### src/vie_pkg.sv
/*
 Shared constants, register map and carrier types of the vectored interrupt
 enable logic. Assumes a 32-bit APB slave port with byte addresses.
*/
package vie_pkg;

	localparam int NUM_SRC = 17;
	localparam int IDX_W   = 5;

	// Register byte addresses
	localparam logic [11:0] ADDR_ENABLE_PRIMARY   = 12'h0A8;
	localparam logic [11:0] ADDR_PRIORITY_PRIMARY = 12'h0B8;
	localparam logic [11:0] ADDR_EXT_ENABLE_ONE   = 12'h0E8;
	localparam logic [11:0] ADDR_EXT_ENABLE_TWO   = 12'h0EC;
	localparam logic [11:0] ADDR_EXT_PRIORITY_ONE = 12'h0F0;
	localparam logic [11:0] ADDR_EXT_PRIORITY_TWO = 12'h0F4;
	localparam logic [11:0] ADDR_PENDING          = 12'h100;
	localparam logic [11:0] ADDR_EXT_CONFIG       = 12'h104;
	localparam logic [11:0] ADDR_EVT_STATUS       = 12'h108;
	localparam logic [11:0] ADDR_EVT_CLEAR        = 12'h10C;
	localparam logic [11:0] ADDR_EVT_ENABLE       = 12'h110;
	localparam logic [11:0] ADDR_SERVICE_STATE    = 12'h114;

	// Fields of the primary enable register and source counts of the extended registers
	localparam int GLOBAL_IRQ_GATE_BIT = 7;
	localparam int PRIMARY_SRC_COUNT   = 7;
	localparam int EXT_ONE_SRC_COUNT   = 8;
	localparam int EXT_TWO_SRC_COUNT   = 2;

	// External line configuration fields
	localparam int CFG_EDGE_ZERO_BIT = 0;
	localparam int CFG_EDGE_ONE_BIT  = 1;
	localparam int CFG_POL_ZERO_BIT  = 2;
	localparam int CFG_POL_ONE_BIT   = 3;

	// Event status bits
	localparam int EVT_W            = 3;
	localparam int EVT_VECTOR_BIT   = 0;
	localparam int EVT_PREEMPT_BIT  = 1;
	localparam int EVT_RETURN_BIT   = 2;

	// Source order numbers with special handling
	localparam int SRC_EXT_ZERO = 0;
	localparam int SRC_EXT_ONE  = 2;
	localparam int HW_CLEARED_COUNT = 4;

	// Reset values
	localparam logic [7:0] RESET_ENABLE_PRIMARY   = 8'h00;
	localparam logic [7:0] RESET_PRIORITY_PRIMARY = 8'h80;
	localparam logic [7:0] RESET_EXT              = 8'h00;

	// Vectors
	localparam logic [15:0] RESET_VECTOR = 16'h0000;
	localparam logic [15:0] VECTOR_BASE  = 16'h0003;
	localparam logic [15:0] VECTOR_STEP  = 16'h0008;

	typedef enum logic [1:0] {
		VIE_IDLE    = 2'b00,
		VIE_LOW     = 2'b01,
		VIE_NESTED  = 2'b11,
		VIE_HIGH    = 2'b10
	} vie_service_type;

	typedef struct packed {
		logic       ext_line_zero_input;
		logic       ext_line_one_input;
		logic       timer_zero_overflow_flag;
		logic       timer_one_overflow_flag;
		logic       uart_zero_rx_done;
		logic       uart_zero_tx_done;
		logic       timer_two_low_overflow_flag;
		logic       timer_two_high_overflow_flag;
		logic       serial_periph_done_flag;
		logic       serial_periph_write_collision;
		logic       serial_periph_mode_fault;
		logic       serial_periph_rx_overrun;
		logic [9:0] other_flags;
	} vie_src_type;

	typedef struct packed {
		logic        req;
		logic        high;
		logic [15:0] vector;
	} vie_cpu_req_type;

	function automatic logic [15:0] vector_of(input logic [IDX_W-1:0] idx);
		vector_of = VECTOR_BASE + 16'(VECTOR_STEP * 16'(idx));
	endfunction

endpackage

### src/vie_prio_pick.sv
/*
 Fixed-order pick: the lowest set request index wins.
 Purely combinational; the caller registers the result.
*/
`timescale 1ns/1ns
module vie_prio_pick #(
	parameter int N     = 17,
	parameter int IDX_W = 5
) (
	// Requests
	input  wire logic [N-1:0]     req_i,
	// Winner
	output logic                  valid_o,
	output logic [IDX_W-1:0]      index_o
);

	function automatic logic [IDX_W-1:0] lowest_set(input logic [N-1:0] v);
		lowest_set = '0;
		for (int i = N - 1; i >= 0; i--)
		begin
			if (v[i])
				lowest_set = IDX_W'(i);
		end
	endfunction

	always_comb
	begin
		valid_o = |req_i;
		index_o = lowest_set(req_i);
	end

endmodule // vie_prio_pick

### src/vie_ext_line.sv
/*
 Pending flag of one external interrupt line, edge or level sensitive with
 selectable polarity. Line input is taken as synchronous to clk_i.
*/
`timescale 1ns/1ns
module vie_ext_line (
	// Clock and reset
	input  wire logic clk_i,
	input  wire logic rst_n_i,
	// Configuration
	input  wire logic edge_mode_i,
	input  wire logic polarity_i,
	// Line and controls
	input  wire logic line_i,
	input  wire logic ack_clear_i,
	input  wire logic sw_set_i,
	input  wire logic sw_clear_i,
	// Flag
	output logic      pending_o
);

	logic active;
	logic active_prev;
	logic edge_flag;
	logic next_active_prev;
	logic next_edge_flag;

	always_comb
	begin
		active           = polarity_i ? line_i : ~line_i;
		next_active_prev = active;
		next_edge_flag   = edge_flag;
		if (ack_clear_i || sw_clear_i)
			next_edge_flag = 1'b0;
		// A new edge in the clearing cycle is kept
		if ((active && !active_prev) || sw_set_i)
			next_edge_flag = 1'b1;
		if (!edge_mode_i)
			next_edge_flag = 1'b0;
	end

	always_ff @(posedge clk_i or negedge rst_n_i)
	begin
		if (!rst_n_i)
		begin
			active_prev <= 1'b0;
			edge_flag   <= 1'b0;
			pending_o   <= 1'b0;
		end
		else
		begin
			active_prev <= next_active_prev;
			edge_flag   <= next_edge_flag;
			pending_o   <= edge_mode_i ? next_edge_flag : (active || sw_set_i);
		end
	end

endmodule // vie_ext_line

### src/vie_irq_ctrl.sv
/*
 Vectored interrupt enable logic: pending collection, enable gating, two-level
 priority with fixed order, nesting state and vector hand-off to the core.
 Assumes an APB master, peripheral flags synchronous to clk_i, and a core that
 pulses cpu_ack_i when it starts the call to cpu_req_o.vector and cpu_reti_i at
 the end of each service routine.
*/
// Operation
// - Source n is served at vector 0x0003 plus 8 times n, up to 0x0083 for source 16.
// - Among pending requests of one priority level the lowest order number wins.
// - Bit 7 of the primary enable register blocks every source when clear.
// - Bit 6 gates the four serial peripheral flags.
// - Bit 5 gates the timer two request built from its low and high overflow flags.
// - Bit 4 gates the first UART request built from its receive and transmit flags.
// - Bit 3 gates the timer one overflow request.
// - Bit 2 gates external line one.
// - Bit 1 gates the timer zero overflow request.
// - Bit 0 gates external line zero.
// - Each source has one enable and one priority bit, seven in primary and ten in extended registers.
// - Pending flags set regardless of enable, and only enabled flags raise a request.
// - Only a high level request may preempt a low level routine, never an equal or higher one.
// - An edge mode external line has its pending flag cleared when the core vectors to it.
// - Peripheral flags are sampled and decoded on every clock, giving one cycle of detection; external lines take two.
`timescale 1ns/1ns
module vie_irq_ctrl (
	// Clock and reset
	input  wire logic                           clk_i,
	input  wire logic                           reset_n_i,
	// APB slave
	input  wire logic                           psel_i,
	input  wire logic                           penable_i,
	input  wire logic                           pwrite_i,
	input  wire logic [11:0]                    paddr_i,
	input  wire logic [31:0]                    pwdata_i,
	output logic [31:0]                         prdata_o,
	output logic                                pready_o,
	output logic                                pslverr_o,
	// Interrupt sources
	input  wire vie_pkg::vie_src_type           src_i,
	output logic [vie_pkg::HW_CLEARED_COUNT-1:0] hw_clear_o,
	// Core
	output vie_pkg::vie_cpu_req_type            cpu_req_o,
	input  wire logic                           cpu_ack_i,
	input  wire logic                           cpu_reti_i,
	// Event interrupt
	output logic                                evt_irq_o
);

	localparam int N = vie_pkg::NUM_SRC;
	localparam int W = vie_pkg::IDX_W;

	logic                   rst_meta;
	logic                   rst_n;
	logic [7:0]             enable_primary;
	logic [7:0]             priority_primary;
	logic [7:0]             extended_enable_one;
	logic [7:0]             extended_priority_one;
	logic [1:0]             extended_enable_two;
	logic [1:0]             extended_priority_two;
	logic [3:0]             ext_config;
	logic [N-1:0]           soft_pending;
	logic [vie_pkg::EVT_W-1:0] evt_status;
	logic [vie_pkg::EVT_W-1:0] evt_enable;
	vie_pkg::vie_service_type state;
	vie_pkg::vie_cpu_req_type  req_q;
	logic [W-1:0]           req_index;

	logic [7:0]             next_enable_primary;
	logic [7:0]             next_priority_primary;
	logic [7:0]             next_extended_enable_one;
	logic [7:0]             next_extended_priority_one;
	logic [1:0]             next_extended_enable_two;
	logic [1:0]             next_extended_priority_two;
	logic [3:0]             next_ext_config;
	logic [N-1:0]           next_soft_pending;
	logic [vie_pkg::EVT_W-1:0] next_evt_status;
	logic [vie_pkg::EVT_W-1:0] next_evt_enable;
	vie_pkg::vie_service_type next_state;
	vie_pkg::vie_cpu_req_type  next_req;
	logic [W-1:0]           next_req_index;

	logic                   wr_en;
	logic                   rd_en;
	logic                   addr_ok;
	logic                   ext_zero_pending;
	logic                   ext_one_pending;
	logic [N-1:0]           hw_pending;
	logic [N-1:0]           pending;
	logic [N-1:0]           enables;
	logic [N-1:0]           priorities;
	logic [N-1:0]           enabled_req;
	logic                   high_valid;
	logic                   low_valid;
	logic [W-1:0]           high_index;
	logic [W-1:0]           low_index;
	logic                   ack_ext_zero;
	logic                   ack_ext_one;
	logic [vie_pkg::EVT_W-1:0] evt_set;

	// Release of the asynchronous reset through two flops
	always_ff @(posedge clk_i or negedge reset_n_i)
	begin
		if (!reset_n_i)
		begin
			rst_meta <= 1'b0;
			rst_n    <= 1'b0;
		end
		else
		begin
			rst_meta <= 1'b1;
			rst_n    <= rst_meta;
		end
	end

	// APB decode: zero wait states, so pready is always high
	always_comb
	begin
		wr_en     = psel_i && penable_i && pwrite_i;
		rd_en     = psel_i && penable_i && !pwrite_i;
		pready_o  = 1'b1;
		case (paddr_i)
			vie_pkg::ADDR_ENABLE_PRIMARY,
			vie_pkg::ADDR_PRIORITY_PRIMARY,
			vie_pkg::ADDR_EXT_ENABLE_ONE,
			vie_pkg::ADDR_EXT_ENABLE_TWO,
			vie_pkg::ADDR_EXT_PRIORITY_ONE,
			vie_pkg::ADDR_EXT_PRIORITY_TWO,
			vie_pkg::ADDR_PENDING,
			vie_pkg::ADDR_EXT_CONFIG,
			vie_pkg::ADDR_EVT_STATUS,
			vie_pkg::ADDR_EVT_CLEAR,
			vie_pkg::ADDR_EVT_ENABLE,
			vie_pkg::ADDR_SERVICE_STATE: addr_ok = 1'b1;
			default:                     addr_ok = 1'b0;
		endcase
		pslverr_o = psel_i && penable_i && !addr_ok;
	end

	always_comb
	begin
		prdata_o = 32'h0000_0000;
		if (rd_en)
		begin
			case (paddr_i)
				vie_pkg::ADDR_ENABLE_PRIMARY:   prdata_o[7:0] = enable_primary;
				vie_pkg::ADDR_PRIORITY_PRIMARY: prdata_o[7:0] = priority_primary;
				vie_pkg::ADDR_EXT_ENABLE_ONE:   prdata_o[7:0] = extended_enable_one;
				vie_pkg::ADDR_EXT_ENABLE_TWO:   prdata_o[1:0] = extended_enable_two;
				vie_pkg::ADDR_EXT_PRIORITY_ONE: prdata_o[7:0] = extended_priority_one;
				vie_pkg::ADDR_EXT_PRIORITY_TWO: prdata_o[1:0] = extended_priority_two;
				vie_pkg::ADDR_PENDING:          prdata_o[N-1:0] = pending;
				vie_pkg::ADDR_EXT_CONFIG:       prdata_o[3:0] = ext_config;
				vie_pkg::ADDR_EVT_STATUS:       prdata_o[vie_pkg::EVT_W-1:0] = evt_status;
				vie_pkg::ADDR_EVT_ENABLE:       prdata_o[vie_pkg::EVT_W-1:0] = evt_enable;
				vie_pkg::ADDR_SERVICE_STATE:    prdata_o[1:0] = state;
				default:                        prdata_o = 32'h0000_0000;
			endcase
		end
	end

	// External lines
	assign ack_ext_zero = cpu_ack_i && req_q.req && (req_index == W'(vie_pkg::SRC_EXT_ZERO));
	assign ack_ext_one  = cpu_ack_i && req_q.req && (req_index == W'(vie_pkg::SRC_EXT_ONE));

	vie_ext_line u_ext_zero (
		.clk_i       (clk_i),
		.rst_n_i     (rst_n),
		.edge_mode_i (ext_config[vie_pkg::CFG_EDGE_ZERO_BIT]),
		.polarity_i  (ext_config[vie_pkg::CFG_POL_ZERO_BIT]),
		.line_i      (src_i.ext_line_zero_input),
		.ack_clear_i (ack_ext_zero),
		.sw_set_i    (wr_en && paddr_i == vie_pkg::ADDR_PENDING && pwdata_i[vie_pkg::SRC_EXT_ZERO]),
		.sw_clear_i  (wr_en && paddr_i == vie_pkg::ADDR_PENDING && !pwdata_i[vie_pkg::SRC_EXT_ZERO]),
		.pending_o   (ext_zero_pending)
	);

	vie_ext_line u_ext_one (
		.clk_i       (clk_i),
		.rst_n_i     (rst_n),
		.edge_mode_i (ext_config[vie_pkg::CFG_EDGE_ONE_BIT]),
		.polarity_i  (ext_config[vie_pkg::CFG_POL_ONE_BIT]),
		.line_i      (src_i.ext_line_one_input),
		.ack_clear_i (ack_ext_one),
		.sw_set_i    (wr_en && paddr_i == vie_pkg::ADDR_PENDING && pwdata_i[vie_pkg::SRC_EXT_ONE]),
		.sw_clear_i  (wr_en && paddr_i == vie_pkg::ADDR_PENDING && !pwdata_i[vie_pkg::SRC_EXT_ONE]),
		.pending_o   (ext_one_pending)
	);

	// Pending, enable and priority vectors in fixed order
	always_comb
	begin
		hw_pending = {src_i.other_flags,
			src_i.serial_periph_done_flag | src_i.serial_periph_write_collision |
			src_i.serial_periph_mode_fault | src_i.serial_periph_rx_overrun,
			src_i.timer_two_low_overflow_flag | src_i.timer_two_high_overflow_flag,
			src_i.uart_zero_rx_done | src_i.uart_zero_tx_done,
			src_i.timer_one_overflow_flag,
			1'b0,
			src_i.timer_zero_overflow_flag,
			1'b0};
		pending = hw_pending | soft_pending;
		pending[vie_pkg::SRC_EXT_ZERO] = ext_zero_pending;
		pending[vie_pkg::SRC_EXT_ONE]  = ext_one_pending;
		// Bits 0..6 of the primary register map to orders 0..6
		enables    = {extended_enable_two, extended_enable_one,
			enable_primary[vie_pkg::PRIMARY_SRC_COUNT-1:0]};
		priorities = {extended_priority_two, extended_priority_one,
			priority_primary[vie_pkg::PRIMARY_SRC_COUNT-1:0]};
		enabled_req = pending & enables &
			{N{enable_primary[vie_pkg::GLOBAL_IRQ_GATE_BIT]}};
	end

	vie_prio_pick #(.N(N), .IDX_W(W)) u_pick_high (
		.req_i   (enabled_req & priorities),
		.valid_o (high_valid),
		.index_o (high_index)
	);

	vie_prio_pick #(.N(N), .IDX_W(W)) u_pick_low (
		.req_i   (enabled_req & ~priorities),
		.valid_o (low_valid),
		.index_o (low_index)
	);

	// Registers, event flags and service state
	always_comb
	begin
		next_enable_primary        = enable_primary;
		next_priority_primary      = priority_primary;
		next_extended_enable_one   = extended_enable_one;
		next_extended_priority_one = extended_priority_one;
		next_extended_enable_two   = extended_enable_two;
		next_extended_priority_two = extended_priority_two;
		next_ext_config            = ext_config;
		next_soft_pending          = soft_pending;
		next_evt_enable            = evt_enable;
		next_evt_status            = evt_status;
		next_state                 = state;
		evt_set                    = '0;
		if (wr_en)
		begin
			case (paddr_i)
				vie_pkg::ADDR_ENABLE_PRIMARY:   next_enable_primary        = pwdata_i[7:0];
				vie_pkg::ADDR_PRIORITY_PRIMARY: next_priority_primary      = pwdata_i[7:0] | vie_pkg::RESET_PRIORITY_PRIMARY;
				vie_pkg::ADDR_EXT_ENABLE_ONE:   next_extended_enable_one   = pwdata_i[7:0];
				vie_pkg::ADDR_EXT_ENABLE_TWO:   next_extended_enable_two   = pwdata_i[1:0];
				vie_pkg::ADDR_EXT_PRIORITY_ONE: next_extended_priority_one = pwdata_i[7:0];
				vie_pkg::ADDR_EXT_PRIORITY_TWO: next_extended_priority_two = pwdata_i[1:0];
				vie_pkg::ADDR_PENDING:          next_soft_pending          = pwdata_i[N-1:0];
				vie_pkg::ADDR_EXT_CONFIG:       next_ext_config            = pwdata_i[3:0];
				vie_pkg::ADDR_EVT_CLEAR:        next_evt_status            = evt_status & ~pwdata_i[vie_pkg::EVT_W-1:0];
				vie_pkg::ADDR_EVT_ENABLE:       next_evt_enable            = pwdata_i[vie_pkg::EVT_W-1:0];
				default:                        next_evt_enable            = evt_enable;
			endcase
		end
		// External line bits are held in their own flag logic
		next_soft_pending[vie_pkg::SRC_EXT_ZERO] = 1'b0;
		next_soft_pending[vie_pkg::SRC_EXT_ONE]  = 1'b0;

		// Nesting: a high request may enter over a low routine only
		if (cpu_ack_i && req_q.req)
		begin
			evt_set[vie_pkg::EVT_VECTOR_BIT] = 1'b1;
			case (state)
				vie_pkg::VIE_IDLE: next_state = req_q.high ? vie_pkg::VIE_HIGH : vie_pkg::VIE_LOW;
				vie_pkg::VIE_LOW:
				begin
					next_state = vie_pkg::VIE_NESTED;
					evt_set[vie_pkg::EVT_PREEMPT_BIT] = 1'b1;
				end
				default:           next_state = state;
			endcase
		end
		else if (cpu_reti_i)
		begin
			evt_set[vie_pkg::EVT_RETURN_BIT] = 1'b1;
			case (state)
				vie_pkg::VIE_NESTED: next_state = vie_pkg::VIE_LOW;
				vie_pkg::VIE_LOW,
				vie_pkg::VIE_HIGH:   next_state = vie_pkg::VIE_IDLE;
				default:             next_state = vie_pkg::VIE_IDLE;
			endcase
		end
		// Set wins over a clear in the same cycle
		next_evt_status = next_evt_status | evt_set;
	end

	// Request selection, registered every clock
	always_comb
	begin
		next_req       = '{req: 1'b0, high: 1'b0, vector: cpu_req_o.vector};
		next_req_index = req_index;
		if (high_valid && (state == vie_pkg::VIE_IDLE || state == vie_pkg::VIE_LOW))
		begin
			next_req       = '{req: 1'b1, high: 1'b1, vector: vie_pkg::vector_of(high_index)};
			next_req_index = high_index;
		end
		else if (low_valid && state == vie_pkg::VIE_IDLE)
		begin
			next_req       = '{req: 1'b1, high: 1'b0, vector: vie_pkg::vector_of(low_index)};
			next_req_index = low_index;
		end
		// The call in progress masks the request until the state has moved
		if (cpu_ack_i)
			next_req.req = 1'b0;
	end

	always_ff @(posedge clk_i or negedge rst_n)
	begin
		if (!rst_n)
		begin
			enable_primary        <= vie_pkg::RESET_ENABLE_PRIMARY;
			priority_primary      <= vie_pkg::RESET_PRIORITY_PRIMARY;
			extended_enable_one   <= vie_pkg::RESET_EXT;
			extended_priority_one <= vie_pkg::RESET_EXT;
			extended_enable_two   <= 2'h0;
			extended_priority_two <= 2'h0;
			ext_config            <= 4'h0;
			soft_pending          <= '0;
			evt_status            <= '0;
			evt_enable            <= '0;
			state                 <= vie_pkg::VIE_IDLE;
			req_q                 <= '{req: 1'b0, high: 1'b0, vector: vie_pkg::RESET_VECTOR};
			req_index             <= '0;
		end
		else
		begin
			enable_primary        <= next_enable_primary;
			priority_primary      <= next_priority_primary;
			extended_enable_one   <= next_extended_enable_one;
			extended_priority_one <= next_extended_priority_one;
			extended_enable_two   <= next_extended_enable_two;
			extended_priority_two <= next_extended_priority_two;
			ext_config            <= next_ext_config;
			soft_pending          <= next_soft_pending;
			evt_status            <= next_evt_status;
			evt_enable            <= next_evt_enable;
			state                 <= next_state;
			req_q                 <= next_req;
			req_index             <= next_req_index;
		end
	end

	always_comb
	begin
		cpu_req_o  = req_q;
		evt_irq_o  = |(evt_status & evt_enable);
		hw_clear_o = '0;
		if (cpu_ack_i && req_q.req && req_index < W'(vie_pkg::HW_CLEARED_COUNT))
			hw_clear_o[req_index[1:0]] = 1'b1;
	end

endmodule // vie_irq_ctrl

### config.mk
export PLATFORM = sky130hd
export DESIGN_NAME = vie_irq_ctrl
export DESIGN_NICKNAME = d
export VERILOG_FILES = /design/src/vie_pkg.sv /design/src/vie_prio_pick.sv /design/src/vie_ext_line.sv /design/src/vie_irq_ctrl.sv
export SDC_FILE = /design/constraint.sdc
export NUM_CORES = 1
export LEC_CHECK = 0
export ABC_CLOCK_PERIOD_IN_PS = 2900
export CAP_MARGIN = 10
export CORE_MARGIN = 5
export CORE_UTILIZATION = 60
export CTS_CLUSTER_SIZE = 20
export DETAILED_ROUTE_END_ITERATION = 12
export DONT_BUFFER_PORTS = 1
export PLACE_DENSITY = 0.76
export SETUP_SLACK_MARGIN = 0.1
export SLEW_MARGIN = 20
export SYNTH_ARGS = -nofsm -noshare
export SYNTH_HDL_FRONTEND = slang
export SYNTH_HIERARCHICAL = 1
export SYNTH_SLANG_ARGS = --single-unit
### constraint.sdc
create_clock -name clk_i -period 2.9 [get_ports clk_i]
set_input_delay 0.58 -clock clk_i [delete_from_list [all_inputs] [get_ports clk_i]]
set_output_delay 0.58 -clock clk_i [all_outputs]
set_load 0.01 [all_outputs]
==> summary.md <==
| Metric | Value |
|---|---|
| I/O pin total | 130 |
| Cell Area, Synth | 0.00517 mm2 |
| Top-area cell type share of the netlist area | 40.2% |
| First-pass GRT wire length | 21000 um |
| Number of CTS-inserted buffers | 9 |
| Synth Area in Compound Gates | 13.0% |
| RSZ-0062 raised after global routing | no |
| Average size of a mapped cell | 9.28 um2 |
| WP buf/inv | 1 |
| Fin util | 66.7% |
| Crit path cell chain | or4b_2 -> nor4_2 -> or3_1 -> o31ai_1 -> a41oi_1 -> buf_4 |
| Per-cell routed wire length | 19.9 um |
| Largest family of logic cells by synthesized area | simple AND/OR/NAND/NOR gates |
| CP max stage delay | 0.71 ns |
| Placed Instance Area | 0.00525 mm2 |
| Synth cell types | between 60 and 70 |
| Clock root buffer | clkbuf_8 |
| Die W | 103 um |
| Post-synthesis async set-or-reset flop share | 100% |
| RR Startpoint | enable_primary[7] |
| Place WS | -0.0192 ns |
| Vias in the first global route | 4053 |
| Core box area | 0.00830 mm2 |
| Post-synthesis mux area share | between 10% and 20% |
| Min-delay worst type | primary input to flop |
| Lkg Pwr | approximately 2.6 nW |
| WL final | between 10000 and 15000 um |
| H-tree depth | 3 |
| Most common cell after layout, fill and taps aside | nor2_1 |
| Number of synthesized flops with an enable pin | 0 |
| Worst Path Arrival | 2.19 ns |
| Synth warnings | 6 |
| NumNets Final | roughly 640 |
| Final Max Slew Viols | 0 |
| Area leader, netlist | dfrtp_1 |
| Starting Density | between 60 and 70% |
| Commonest cells after routing, fill and taps aside | 85 x nor2_1, 81 x dfrtp_1, 47 x mux2_2, 40 x nand2_1, 29 x inv_1 |
| Largest net degree at the start of global routing | a little over 80 |
| Setup TNS | 0 ns |
| DRC | 0 |
| Final HPWL DP | 10100 um |
| Adder-cell share of the synthesized area | 0% |
| Critical path endpoint category | output port |
| Post-synthesis sequential area ratio | 40.2% |
| Slowest CP cell | or4b_2 |
| Reg2reg setup slack | around 0.36 ns |
| Std-Cell Rows | 33 |
| Worst setup margin | 0.126 ns |
| Design area | 0.00554 mm2 |
| Hold_sp | cpu_ack_i |
| Number of diodes | 0 |
| Vias per inst | 6.15 |
| CP Launch Type | primary input |
| Area delta synth->final | 7.12% |
| Synth Register Bits | 83 |
| Layout cells sized above 1 | a little under a quarter |
| Final ANT Viol Nets | 0 |
| Port Buffer Count | 0 |
| Via count | about 4200 |
| Clock Skews | 0.00613 ns |
| Fmax | between 300 and 400 MHz |
| Die height | 103 um |
| CP required | 2.32 ns |
| R2R depth | 8 |
| Synth Instances | 557 |
| Number of hold violations in the final report | 0 |
| Xor/xnor cell area share of the yosys netlist | less than 1% |
| Worst hold path endpoint | cpu_req_o[17] |
| Path type of the worst setup path | primary input to output port |
| Primary FF master, synth | dfrtp_1 |
| Grt ovf | 0 |
| Cell area power density | between 300 and 400 mW/mm2 |
| Worst Setup SP | paddr_i[3] |
| CP top delay family | simple AND/OR/NAND/NOR gates |
| Clock transition at the registers of the reported paths | 0.09 ns |
| Hold path depth | 1 |
| CTS Buffer Depth | 2 |
| Worst r2r dst | req_index[1] |
| VDD IR-drop max | 248 uV |
| GRT Util Overall | 26.1% |
| Period utilization | 95.7% |
| Initial drt markers | 297 |
| Synth Area in Simple Gates | 22.8% |
| Top cells by area, synth | dfrtp_1 40%, mux2_2 10%, nor2_1 6.2%, buf_4 3.8%, mux2_4 2.9% |
| Max_cap viols | 0 |
| Worst skew pair latency | ~0.35 ns |
| Placer congestion estimate | 0.877 |
| Outcome | complete, no violations |
| Total clock sinks | 83 |
| Initial antenna violation count | 0 |
| Post-route minimum period | 2.77 ns |
| Worst Max-Slew Pin Slew | 0.521 ns |
| Initial DRT Pass Iterations | 6 |
| CTS tree | built |
| Worst-path fanout max | 12 |
| Full die area | 0.0106 mm2 |
| Setup-failing EPs final | 0 |
| Slew HR | about 65% |
==> cell usage after synthesis (all sizes together), types with 5 or more instances <==
cell,count
o211ai,13
nor2,87
a21o,11
nor4,11
and3,5
buf,34
inv,29
nor3,18
nor3b,7
mux2,58
nand2,40
mux2i,10
clkbuf,13
dfrtp,83
nand3b,6
nand2b,8
o21ai,18
nand3,15
a21oi,21
or3,8
==> layout make-up <==
class / count / area, um2
Sequential cell: 83 / 2080
Clock buffer: 11 / 151
Clock inverter: 5 / 43.8
Multi-Input combinational cell: 422 / 2820
Timing Repair Buffer: 25 / 203
Fill cell: 665 / 2760
Inverter: 29 / 109
Tap cell: 105 / 131
==> cell families (layout without fill, tap and decap cells) <==
kind of cell           count (synthesis)  in the layout
multiplexers                          68             68
XOR/XNOR                               2              2
AO/OA/AOI/OAI                         99             99
AND/OR/NAND/NOR                      227            227
other                                  2             26
flip-flops                            83             83
buffers and inverters                 76             70
==> routing by layer <==
metal / wire length, um / GRT usage (%) / up-vias / part of all wire [%]
li1: - / - / 1946 / -
met4: 218 / 7.27 / 0 / 1.6
met3: 1190 / 5.21 / 18 / 8.8
met2: 6680 / 44.4 / 193 / 49
met5: 0 / 0 / - / 0
met1: 5450 / 34.1 / 2022 / 40
==> worst register-to-register path, delay by kind of cell, from the launching register on <==
| kind | cells | cell delay (ns) |
|---|---|---|
| flip-flops | 1 | 0.54 |
| AND/OR/NAND/NOR | 5 | 1.40 |
| AO/OA/AOI/OAI | 3 | 0.56 |
==> through the flow <==
| stage | hold slack [ns] | instances | power [mW] |
|---|---|---|---|
| after floorplan | 0.284 | 581 | 1.30 |
| after detailed placement | 0.284 | 662 | 1.27 |
| after CTS | 0.263 | 679 | 2.09 |
| after global routing | 0.263 | 680 | 2.16 |
| final | 0.283 | 680 | 2.08 |
| after global placement | 0.284 | 662 | 1.27 |
==> repair_timing <==
| item | CTS | global route |
|---|---|---|
| cloned | 0 | 0 |
| buffers inserted | 0 | 0 |
| endpoints found under the hold margin | 2 | 0 |
| resized for setup | 5 | 9 |
| hold buffers | 1 | 0 |
| endpoints found under the setup margin | 6 | 29 |
==> how the worst max path moves through the flow <==
| stage | end | cells past startpoint |
|---|---|---|
| floorplan | prdata_o[1] | 6 |
| global placement | prdata_o[5] | 7 |
| detailed placement | prdata_o[6] | 7 |
| CTS | prdata_o[13] | 4 |
| global route | prdata_o[10] | 5 |
| finish | prdata_o[1] | 6 |
==> registers in the layout, indices dropped and copies added (netlist names), 2 cells and up <==
| name | count |
|---|---|
| extended_enable_one | 8 |
| extended_priority_one | 8 |
| ext_config | 4 |
| extended_priority_two | 2 |
| state | 2 |
| priority_primary | 7 |
| enable_primary | 8 |
| cpu_req_o | 8 |
| evt_enable | 3 |
| extended_enable_two | 2 |
| soft_pending | 15 |
| req_index | 5 |
| evt_status | 3 |
==> power by group <==
group          leakage (nW)  total (mW)  internal [mW]  switching (mW)
logic                  1.37      0.0854         0.0300          0.0553
clock network        0.0941       0.820          0.369           0.451
registers              1.14        1.17           1.16          0.0130
Note: power is estimated with default switching activity, not from simulation.
